===== config.mk =====
export PLATFORM = sky130hd
export DESIGN_NAME = rtcis_slave
export DESIGN_NICKNAME = d
export VERILOG_FILES = /design/src/verilog/rtcis_slave.v /design/src/verilog/rtcis_sync.v /design/src/verilog/rtcis_fifo.v
export VERILOG_INCLUDE_DIRS = /design/src /design/src/verilog
export SDC_FILE = /design/constraint.sdc
export NUM_CORES = 1
export LEC_CHECK = 0
export ABC_AREA = 1
export BUFFER_PORTS_ARGS = -buffer_cell sky130_fd_sc_hd__buf_2
export CORE_MARGIN = 3
export CORE_UTILIZATION = 55
export DETAILED_ROUTE_END_ITERATION = 10
export GPL_TIMING_DRIVEN = 1
export PLACE_DENSITY = 0.84
export SKIP_LAST_GASP = 1
export SLEW_MARGIN = 20
export SYNTH_ARGS = -nofsm -noshare
export SYNTH_HDL_FRONTEND = slang
export SYNTH_SLANG_ARGS = --single-unit

===== constraint.sdc =====
create_clock -name mclk_i -period 2.1 [get_ports mclk_i]
set_input_delay 0.42 -clock mclk_i [delete_from_list [all_inputs] [get_ports mclk_i]]
set_output_delay 0.42 -clock mclk_i [all_outputs]
set_load 0.05 [all_outputs]

===== src/verilog/rtcis_defs.vh =====
`ifndef RTCIS_DEFS_VH
`define RTCIS_DEFS_VH
// slave identifiers (upper seven bits of the address byte)
`define RTCIS_ID_CLOCK_SPACE 7'h6f
`define RTCIS_ID_USER_MEM    7'h57
// direction bit value that requests a read
`define RTCIS_DIR_READ       1'b1
// pointer reset value and wrap points
`define RTCIS_PTR_RESET      8'h00
`define RTCIS_CLOCK_SPACE_LAST 8'h2f
`define RTCIS_USER_MEM_LAST  8'h7f
// fifo geometry
`define RTCIS_FIFO_WIDTH     9
`define RTCIS_FIFO_DEPTH     8
// calibration recall length in recalled bytes (cycles with cal_nv_valid_i high)
`define RTCIS_RECALL_CYCLES  8'h10
`endif


===== src/verilog/rtcis_slave.v =====
`timescale 1ns/100ps
`include "rtcis_defs.vh"

module rtcis_slave
(
  input  wire       mclk_i,
  input  wire       rstn_i,
  input  wire       scl_i,
  input  wire       sda_i,
  output wire       sda_o,
  output wire       sda_oe_o,
  input  wire       on_backup_i,
  input  wire       cal_nv_valid_i,
  input  wire [7:0] cal_nv_data_i,
  output reg  [7:0] cal_addr_o,
  output reg        cal_we_o,
  output reg  [7:0] cal_data_o,
  output reg        recall_done_o,
  output wire       wr_valid_o,
  input  wire       wr_ready_i,
  output wire [8:0] wr_data_o,
  output reg        wr_space_o,
  output reg  [7:0] wr_addr_o,
  output reg        rd_req_o,
  output reg        rd_space_o,
  output reg  [7:0] rd_addr_o,
  input  wire [7:0] rd_data_i
);
  localparam ST_IDLE  = 3'd0;
  localparam ST_DEVID = 3'd1;
  localparam ST_WADDR = 3'd2;
  localparam ST_WDATA = 3'd3;
  localparam ST_RDATA = 3'd4;
  localparam ST_RACK  = 3'd5;
  localparam ST_WAIT  = 3'd6;

  wire       scl_s;
  wire       sda_s;
  reg        scl_q;
  reg        sda_q;
  reg  [2:0] st_q;
  reg  [3:0] bit_q;
  reg  [7:0] sh_q;
  reg  [7:0] ptr_q;
  reg        space_q;
  reg        ack_q;
  reg        drv_q;
  wire       on_backup_s;
  reg        fifo_push_q;
  reg  [8:0] fifo_word_q;
  reg  [7:0] tx_q;
  wire       fifo_ready;
  wire       scl_rise;
  wire       scl_fall;
  wire       start_c;
  wire       stop_c;
  wire       active;
  wire [7:0] rx_byte;
  wire [7:0] ptr_next;

  rtcis_sync u_scl_sync
  (
    .mclk_i (mclk_i),
    .rstn_i (rstn_i),
    .async_i(scl_i),
    .sync_o (scl_s)
  );
  rtcis_sync u_sda_sync
  (
    .mclk_i (mclk_i),
    .rstn_i (rstn_i),
    .async_i(sda_i),
    .sync_o (sda_s)
  );
  rtcis_sync u_bkp_sync
  (
    .mclk_i (mclk_i),
    .rstn_i (rstn_i),
    .async_i(on_backup_i),
    .sync_o (on_backup_s)
  );

  // edges while clock high are framing
  assign scl_rise = scl_s & ~scl_q;
  assign scl_fall = ~scl_s & scl_q;
  assign start_c  = scl_s & scl_q & sda_q & ~sda_s;
  assign stop_c   = scl_s & scl_q & ~sda_q & sda_s;
  // no response before recall completes or on backup
  assign active   = recall_done_o & ~on_backup_s;
  assign rx_byte  = {sh_q[6:0], sda_s};

  // per-space wrap of the read pointer
  assign ptr_next = (space_q ? (ptr_q == `RTCIS_USER_MEM_LAST)
                             : (ptr_q == `RTCIS_CLOCK_SPACE_LAST))
                    ? `RTCIS_PTR_RESET : ptr_q + 8'h01;

  assign sda_o    = 1'b0;
  assign sda_oe_o = drv_q & active;

  always @(posedge mclk_i)
  begin
    if (!rstn_i)
    begin
      cal_addr_o    <= 8'h00;
      cal_we_o      <= 1'b0;
      cal_data_o    <= 8'h00;
      recall_done_o <= 1'b0;
    end
    else
    begin
      cal_we_o <= 1'b0;
      if (!recall_done_o && cal_nv_valid_i)
      begin
        cal_we_o   <= 1'b1;
        cal_data_o <= cal_nv_data_i;
        cal_addr_o <= cal_addr_o + 8'h01;
        if (cal_addr_o == `RTCIS_RECALL_CYCLES - 8'h01)
          recall_done_o <= 1'b1;
      end
    end
  end

  // write words go through the fifo; data byte tagged with space in bit 8
  rtcis_fifo #(
    .WIDTH(`RTCIS_FIFO_WIDTH),
    .DEPTH(`RTCIS_FIFO_DEPTH),
    .AW   (3)
  ) u_fifo
  (
    .mclk_i     (mclk_i),
    .rstn_i     (rstn_i),
    .in_valid_i (fifo_push_q),
    .in_ready_o (fifo_ready),
    .in_data_i  (fifo_word_q),
    .out_valid_o(wr_valid_o),
    .out_ready_i(wr_ready_i),
    .out_data_o (wr_data_o)
  );

  always @(posedge mclk_i)
  begin
    if (!rstn_i)
    begin
      scl_q       <= 1'b1;
      sda_q       <= 1'b1;
      st_q        <= ST_IDLE;
      bit_q       <= 4'd0;
      sh_q        <= 8'h00;
      ptr_q       <= `RTCIS_PTR_RESET;
      space_q     <= 1'b0;
      ack_q       <= 1'b0;
      drv_q       <= 1'b0;
      fifo_push_q <= 1'b0;
      fifo_word_q <= 9'h000;
      tx_q        <= 8'h00;
      wr_space_o  <= 1'b0;
      wr_addr_o   <= 8'h00;
      rd_req_o    <= 1'b0;
      rd_space_o  <= 1'b0;
      rd_addr_o   <= 8'h00;
    end
    else
    begin
      scl_q       <= scl_s;
      sda_q       <= sda_s;
      fifo_push_q <= 1'b0;
      rd_req_o    <= 1'b0;
      if (!active)
      begin
        st_q  <= ST_IDLE;
        drv_q <= 1'b0;
      end
      else if (start_c)
      begin
        // start (or repeated start) opens an address byte
        st_q  <= ST_DEVID;
        bit_q <= 4'd0;
        drv_q <= 1'b0;
        ack_q <= 1'b0;
      end
      else if (stop_c)
      begin
        st_q  <= ST_IDLE;
        drv_q <= 1'b0;
      end
      else if (st_q == ST_RDATA)
      begin
        // shift out on falling edges, msb first
        if (scl_fall)
        begin
          if (bit_q == 4'd8)
          begin
            drv_q <= 1'b0;
            st_q  <= ST_RACK;
          end
          else
          begin
            drv_q <= ~tx_q[7];
            tx_q  <= {tx_q[6:0], 1'b1};
            bit_q <= bit_q + 4'd1;
          end
        end
      end
      else if (st_q == ST_RACK)
      begin
        if (scl_rise)
        begin
          // advance; fetch more only on ack
          ptr_q      <= ptr_next;
          rd_req_o   <= ~sda_s;
          rd_space_o <= space_q;
          rd_addr_o  <= ptr_next;
          st_q       <= ST_WAIT;
          ack_q      <= ~sda_s;
        end
      end
      else if (st_q == ST_WAIT)
      begin
        // after an ack, load the fetched byte and drive its first bit
        if (ack_q && scl_fall)
        begin
          tx_q  <= {rd_data_i[6:0], 1'b1};
          drv_q <= ~rd_data_i[7];
          bit_q <= 4'd1;
          st_q  <= ST_RDATA;
          ack_q <= 1'b0;
        end
      end
      else if (st_q != ST_IDLE)
      begin
        // receive phase: sample on rise, ack window on ninth clock
        if (scl_rise && bit_q < 4'd8)
        begin
          sh_q  <= rx_byte;
          bit_q <= bit_q + 4'd1;
          if (bit_q == 4'd7)
          begin
            if (st_q == ST_DEVID)
            begin
              ack_q   <= (rx_byte[7:1] == `RTCIS_ID_CLOCK_SPACE) |
                         (rx_byte[7:1] == `RTCIS_ID_USER_MEM);
              space_q <= (rx_byte[7:1] == `RTCIS_ID_USER_MEM);
              if (rx_byte[0] == `RTCIS_DIR_READ)
              begin
                rd_req_o   <= 1'b1;
                rd_space_o <= (rx_byte[7:1] == `RTCIS_ID_USER_MEM);
                rd_addr_o  <= ptr_q;
              end
            end
            else if (st_q == ST_WDATA)
              ack_q <= fifo_ready;
            else
              ack_q <= 1'b1;
          end
        end
        else if (scl_fall && bit_q == 4'd8 && !drv_q)
        begin
          // drive ack for the ninth clock
          if (ack_q)
            drv_q <= 1'b1;
          else
            st_q <= ST_IDLE;
        end
        else if (scl_fall && bit_q == 4'd8 && drv_q)
        begin
          drv_q <= 1'b0;
          bit_q <= 4'd0;
          if (st_q == ST_DEVID)
          begin
            if (sh_q[0] == `RTCIS_DIR_READ)
            begin
              tx_q  <= {rd_data_i[6:0], 1'b1};
              drv_q <= ~rd_data_i[7];
              bit_q <= 4'd1;
              st_q  <= ST_RDATA;
            end
            else
              st_q <= ST_WADDR;
          end
          else if (st_q == ST_WADDR)
          begin
            ptr_q      <= sh_q;
            rd_req_o   <= 1'b1;
            rd_space_o <= space_q;
            rd_addr_o  <= sh_q;
            st_q       <= ST_WDATA;
          end
          else
          begin
            // single data byte written, then standby
            fifo_push_q <= 1'b1;
            fifo_word_q <= {space_q, sh_q};
            wr_space_o  <= space_q;
            wr_addr_o   <= ptr_q;
            st_q        <= ST_IDLE;
          end
        end
      end
    end
  end
endmodule // rtcis_slave


===== src/verilog/rtcis_sync.v =====
`timescale 1ns/100ps
// two-flop synchroniser for one asynchronous level
module rtcis_sync
(
  input  wire mclk_i,
  input  wire rstn_i,
  input  wire async_i,
  output wire sync_o
);
  reg meta_q;
  reg sync_q;

  always @(posedge mclk_i)
  begin
    if (!rstn_i)
    begin
      meta_q <= 1'b1;
      sync_q <= 1'b1;
    end
    else
    begin
      meta_q <= async_i;
      sync_q <= meta_q;
    end
  end

  assign sync_o = sync_q;
endmodule // rtcis_sync


===== src/verilog/rtcis_fifo.v =====
`timescale 1ns/100ps
// small flop fifo with valid/ready on both sides
module rtcis_fifo
#(
  parameter WIDTH = 9,
  parameter DEPTH = 8,
  parameter AW    = 3
)
(
  input  wire             mclk_i,
  input  wire             rstn_i,
  input  wire             in_valid_i,
  output wire             in_ready_o,
  input  wire [WIDTH-1:0] in_data_i,
  output wire             out_valid_o,
  input  wire             out_ready_i,
  output wire [WIDTH-1:0] out_data_o
);
  reg [WIDTH-1:0] mem_q [0:DEPTH-1];
  reg [AW-1:0]    wr_q;
  reg [AW-1:0]    rd_q;
  reg [AW:0]      cnt_q;
  wire            push;
  wire            pop;

  assign in_ready_o  = (cnt_q != DEPTH[AW:0]);
  assign out_valid_o = (cnt_q != {(AW+1){1'b0}});
  assign push        = in_valid_i & in_ready_o;
  assign pop         = out_valid_o & out_ready_i;
  assign out_data_o  = mem_q[rd_q];

  always @(posedge mclk_i)
  begin
    if (push)
      mem_q[wr_q] <= in_data_i;
  end

  always @(posedge mclk_i)
  begin
    if (!rstn_i)
    begin
      wr_q  <= {AW{1'b0}};
      rd_q  <= {AW{1'b0}};
      cnt_q <= {(AW+1){1'b0}};
    end
    else
    begin
      if (push)
        wr_q <= wr_q + 1'b1;
      if (pop)
        rd_q <= rd_q + 1'b1;
      if (push & ~pop)
        cnt_q <= cnt_q + 1'b1;
      else if (pop & ~push)
        cnt_q <= cnt_q - 1'b1;
    end
  end
endmodule // rtcis_fifo


Yosys cells after proc, flatten, opt, wreduce, memory -nomap -nowiden --
Memories as Yosys holds them, arrays and structs flattened. A register that Yosys moved wholly into a read port is not among the register bits. Cells that the tools add are included. Widths: inputs -> output; s select.
Operators by class: $add $sub $neg 7, magnitude comparators 1, eq/ne operators 51, multiplexer cells 118, bitwise logic cells 36, reductions and logical operators 46
Operators with widths (number):
- $mux 8 | 29
- $mux 1 | 58
- $mux 4 | 14
- $mux 3 | 16
- $reduce_and 8->1 | 4
- $reduce_bool 4->1 | 7
- $ne 3x3->1 const B | 9
- $reduce_and 12->1 | 2
- $not 1->1 | 22
- $reduce_bool 3->1 | 7
- $ne 2x2->1 const B | 10
- $add 8x1->8 const B | 2
- $ne 4x3->1 const B | 4
- $ne 4x4->1 const B | 4
- $ne 5x5->1 const B | 3
- $eq 7x7->1 const B | 2
- $reduce_and 14->1 | 1
- $and 1x1->1 | 13
- $reduce_and 13->1 | 1
- $ne 3x2->1 const B | 4
- $reduce_or 12->1 | 1
- $reduce_and 10->1 | 1
- $reduce_bool 5->1 | 2
- $eq 3x3->1 const B | 3
- other kinds (27) | 40
Storage, ports and cells: register bits 99, RAM bits 72, output and inout port bits 49, logic and storage cells 291, memories kept 1
Memory list:
- u_fifo.mem_q | words 8, width 9, read ports 1, clocked after Yosys merged registers in 1, write ports 1, line rtcis_fifo.v:19 | reg [WIDTH-1:0] mem_q [0:DEPTH-1];

Logic depth before layout (Yosys ltp) --
depth in word-level cells 13, gate-level depth with buffers 15, depth with buffers taken out 15

Modules after synthesis --
Synthesis repeated with hierarchy kept, for this count alone.
Unflattened totals: cell total of the unflattened synthesis 967, area total of the unflattened synthesis 7893.8 µm²
Modules (own cells, without submodules):
- rtcis_slave | times used 1, cells each 634, area an instance 4165.2 µm²
- rtcis_fifo | times used 1, cells each 315, area an instance 3563.4 µm²
- rtcis_sync | times used 3, cells each 6, area an instance 55.1 µm²

Worst setup path after synthesis --
OpenSTA, ideal clock, no wires.
path kind flip-flop to flip-flop, start point register u_fifo.cnt_q[0], end point register u_fifo.cnt_q[3], data arrival time 2260 ps, data required time 1981 ps, setup slack -279 ps, stages on the path, launching flop included 13, buffers on the path 0, period minus slack after synthesis 2379 ps, cells stage by stage dfxtp_1 nor2_1 nand3_1 nand2_1 ha_1 inv_1 ha_1 nand2_1 nand2_1 o21ai_0 nand3_1 o21ai_0 a21oi_1
On the way: word-level cells in the longest chain between the ends 5, elaborated cells on any way between the ends 13, classes of those cells 2 x add/sub; 1 x eq/ne; 2 x mux; 6 x bitwise; 2 x reduce/logical
RTL lines:
- start, declared | line rtcis_fifo.v:22 | reg [AW:0] cnt_q;
- start signal, assigned | line rtcis_fifo.v:44 | cnt_q <= {(AW+1){1'b0}};
- start signal, assigned | line rtcis_fifo.v:53 | cnt_q <= cnt_q + 1'b1;
- start signal, assigned | line rtcis_fifo.v:55 | cnt_q <= cnt_q - 1'b1;
- $reduce_bool 4->1 * | line rtcis_fifo.v:27 | assign out_valid_o = (cnt_q != {(AW+1){1'b0}});
- via wr_valid_o | line rtcis_slave.v:19 | output wire wr_valid_o,
- $and 1x1->1 * | line rtcis_fifo.v:29 | assign pop = out_valid_o & out_ready_i;
- $not 1->1 | line rtcis_fifo.v:52 | if (push & ~pop)
- $and 1x1->1 | line rtcis_fifo.v:52
- $mux 4 / $reduce_bool 2->1 (equally long branches)
The timed path passes the listed nets; every way through them passes the cells marked *. The select of a mux whose other input is x is not followed. A chain may end at the register's enable or synchronous reset.

==> out/results.txt <==
Status: finished, violations left
Violated checks: negative setup slack
Core area: 13930 µm²
Leak Pwr: 3.933 nW
Reg clk slew, reported paths: 0.08 ns
Most frequent cells in the layout: nor2_1 (217), nand2_1 (181), inv_1 (99), dfxtp_1 (98), o21ai_0 (90)
# setup viols final: 9
Main synth FF type: dfxtp_1
DP Worst Slack: 0.03002 ns
Post-Syn Instances: 987
RSZ-0062 raised after global routing: yes
DR vias/cell: 5.456
Buf/Inv on CP: 3
CTS root buf: clkbuf_16
Antenna violations before repair: 0
Power density cells: 941.2 nW/µm²
DRT iter0 DRCs: 848
Relative slew slack: 66.84%
CTS tree: done
Cell Area, Synth: 7841 µm²
Final period utilization: 108.4%
Routability cong.: 0.9751
First-pass GRT wire length: 31440 µm
Yosys cell types: 36
Port bufs: 70
Vias in the first global route: 6522
Final setup margin: -0.1759 ns
Post-route design area: 9434 µm²
WL final: 19660 µm
Fillers: 1064
Cts bufs inserted: 17
Diode count: 0
WL/cell: 15.42 µm
Final Slew Violations: 0
Slowest cell on the critical path: dfxtp_4
GRT Total Usage: 24.69%
CP max stage delay: 0.43 ns
Compound-Gate Fraction of Synth Area: 12.38%
Die Span Y: 125.4 µm
Synthesized flop and latch total: 173
Tmin final: 2.276 ns
Worst path required time: 1.68 ns
Largest family of logic cells by synthesized area: simple AND/OR/NAND/NOR gates
Drt pass-1 iters: 5
Largest cells by area after synthesis: edfxtp_1 (28%), dfxtp_1 (26%), nor2_1 (11%)
Largest net degree at the start of global routing: 73
# IOs: 72
Starting Density: 56.27%
Max-cap violations: 0
Most common cell after layout, fill and taps aside: nor2_1
Post-detailed-route count of antenna-violating nets: 0
Kind of critical path: register to primary output
Via Count: 6957
Seq/Total Area, Yosys: 53.36%
Multiplexer share of the synthesized area: 0%
Syn_nets: 1020
Worst path cell trace: inv_6 -> buf_8 -> o21ai_1 -> o22ai_1 -> nor2_1 -> a31oi_2 -> buf_6
TritonCTS Sinks: 173
Area leader, netlist: edfxtp_1
Setup crit end kind: primary output
Crit path DAT: 1.86 ns
Mapped Avg Cell Area: 7.945 µm²
Hold Path Class: input pin to register
Setup Skew: 0.01977 ns
GRT overflow: 0
Number of synthesized flops with an enable pin: 72
Row count: 43
Largest fanout on the critical path: 6
Async set or reset register ratio after synthesis: 0%
Layout cell share with drive strength beyond 1: 17.44%
Final Hold Violating Endpoints: 0
Critical Path Start Type: register
Fraction of the mapped netlist area in simple logic gates: 24.29%
Nets: 1115
P&R area growth vs syn: 20.31%
Die area: 15730 µm²
Placed inst area: 8576 µm²
Maximum VDD drop: 0.5695 mV
Clk_lat worst skew: 0.44 ns
Total of warnings raised by yosys: 0
Synth top area share: 27.57%
Max Freq: 439.4 MHz
Top delay family on crit path: flip-flops
DRC: 0
H-tree lvl count: 4
Longest Clk Path Bufs: 2
Post-Synth XOR/XNOR Area: 0.5585%
Worst-margin pin slew: 0.4936 ns
Die X: 125.4 µm
Post-DP HPWL: 12380 µm
Post-Synth Adder-Cell Area: 1.691%
Cts hold-fix bufs: 0
==> area by class of cell <==
type | count | area [µm²] | share of cell area, %
well taps | 180 | 225.2 | 2.387
inverters | 108 | 410.4 | 4.350
clock inverters | 14 | 147.6 | 1.565
repair buffers | 113 | 868.3 | 9.204
flip-flops and latches | 173 | 4190 | 44.42
multi-input cells | 669 | 3163 | 33.53
clock buffers | 18 | 429.2 | 4.549
==> metal layers <==
layer / GRT usage, % / up-vias / part of all wire (%)
li1: - / 3406 / -
met1: 30.52 / 3172 / 40
met2: 42.23 / 334 / 50
met3: 5.724 / 45 / 7.5
met4: 9.311 / 0 / 2.6
met5: 0 / - / 0
==> metrics by stage <==
stage | cells | setup TNS, ns | hold WS (ns) | total power, W | util [%]
after floorplan | 987 | -0.09138 | 0.3925 | 0.004885 | -
after global placement | 1233 | 0 | 0.3952 | 0.005308 | 61.54
after detailed placement | 1233 | 0 | 0.3994 | 0.005349 | 61.54
after CTS | 1271 | -0.5465 | 0.1727 | 0.008742 | 67.16
after global routing | 1275 | -1.693 | 0.1730 | 0.009233 | 67.70
final | 1275 | -1.188 | 0.1827 | 0.008879 | 67.70
==> registers in the layout, summed over array words and instances, names as in the netlist, 8 cells and up, named ones only <==
name and count:
cal_addr_o 8, cal_data_o 8, fifo_word_q 9, ptr_q 8, rd_addr_o 8, sh_q 8
tx_q 8, u_fifo.mem_q 72, wr_addr_o 8
==> synthesized netlist by cell type, types with 7 or more instances <==
cell type	n
a21oi_1	46
clkbuf_1	22
o22ai_1	13
o21ai_0	109
nand3_1	27
dfxtp_1	101
nor3_1	10
inv_1	101
nand2_1	181
edfxtp_1	72
nor2_1	220
ha_1	9
buf_2	7
a31oi_1	9
==> cells by family (layout without fill, tap and decap cells) <==
| kind of cell | after synthesis | count (layout) |
|---|---|---|
| other | 1 | 1 |
| buffers and inverters | 145 | 253 |
| adders and majority gates | 10 | 10 |
| DFF | 173 | 173 |
| xor gates and xnor gates | 5 | 5 |
| and+or+nand+nor | 468 | 468 |
| AOI/OAI and AO/OA | 185 | 185 |
==> worst paths after layout <==
check | from | endpoint | slack, ns | depth (start not counted)
setup / recovery | register | wr_data_o[5] | -0.18 | 7
hold / removal | scl_i | u_scl_sync.meta_q | 0.18 | 2
setup reg to reg | u_fifo.cnt_q[1] | u_fifo.cnt_q[3] | 0.16 | 13
hold reg to reg | u_sda_sync.meta_q | u_sda_sync.sync_o | 0.42 | 1
==> power by group <==
group          leakage (nW)  switching [W]  internal [W]
clock network         0.277        0.00147       0.00159
registers              1.32      0.0000891       0.00357
logic                  2.34        0.00129      0.000879
==> repair_timing <==
action	in CTS	in global routing
setup endpoints to repair	9	11
resized for setup	40	23
cloned	4	0
pin swaps	9	13
buffers inserted	2	4
(Power assumes the default switching activity.)
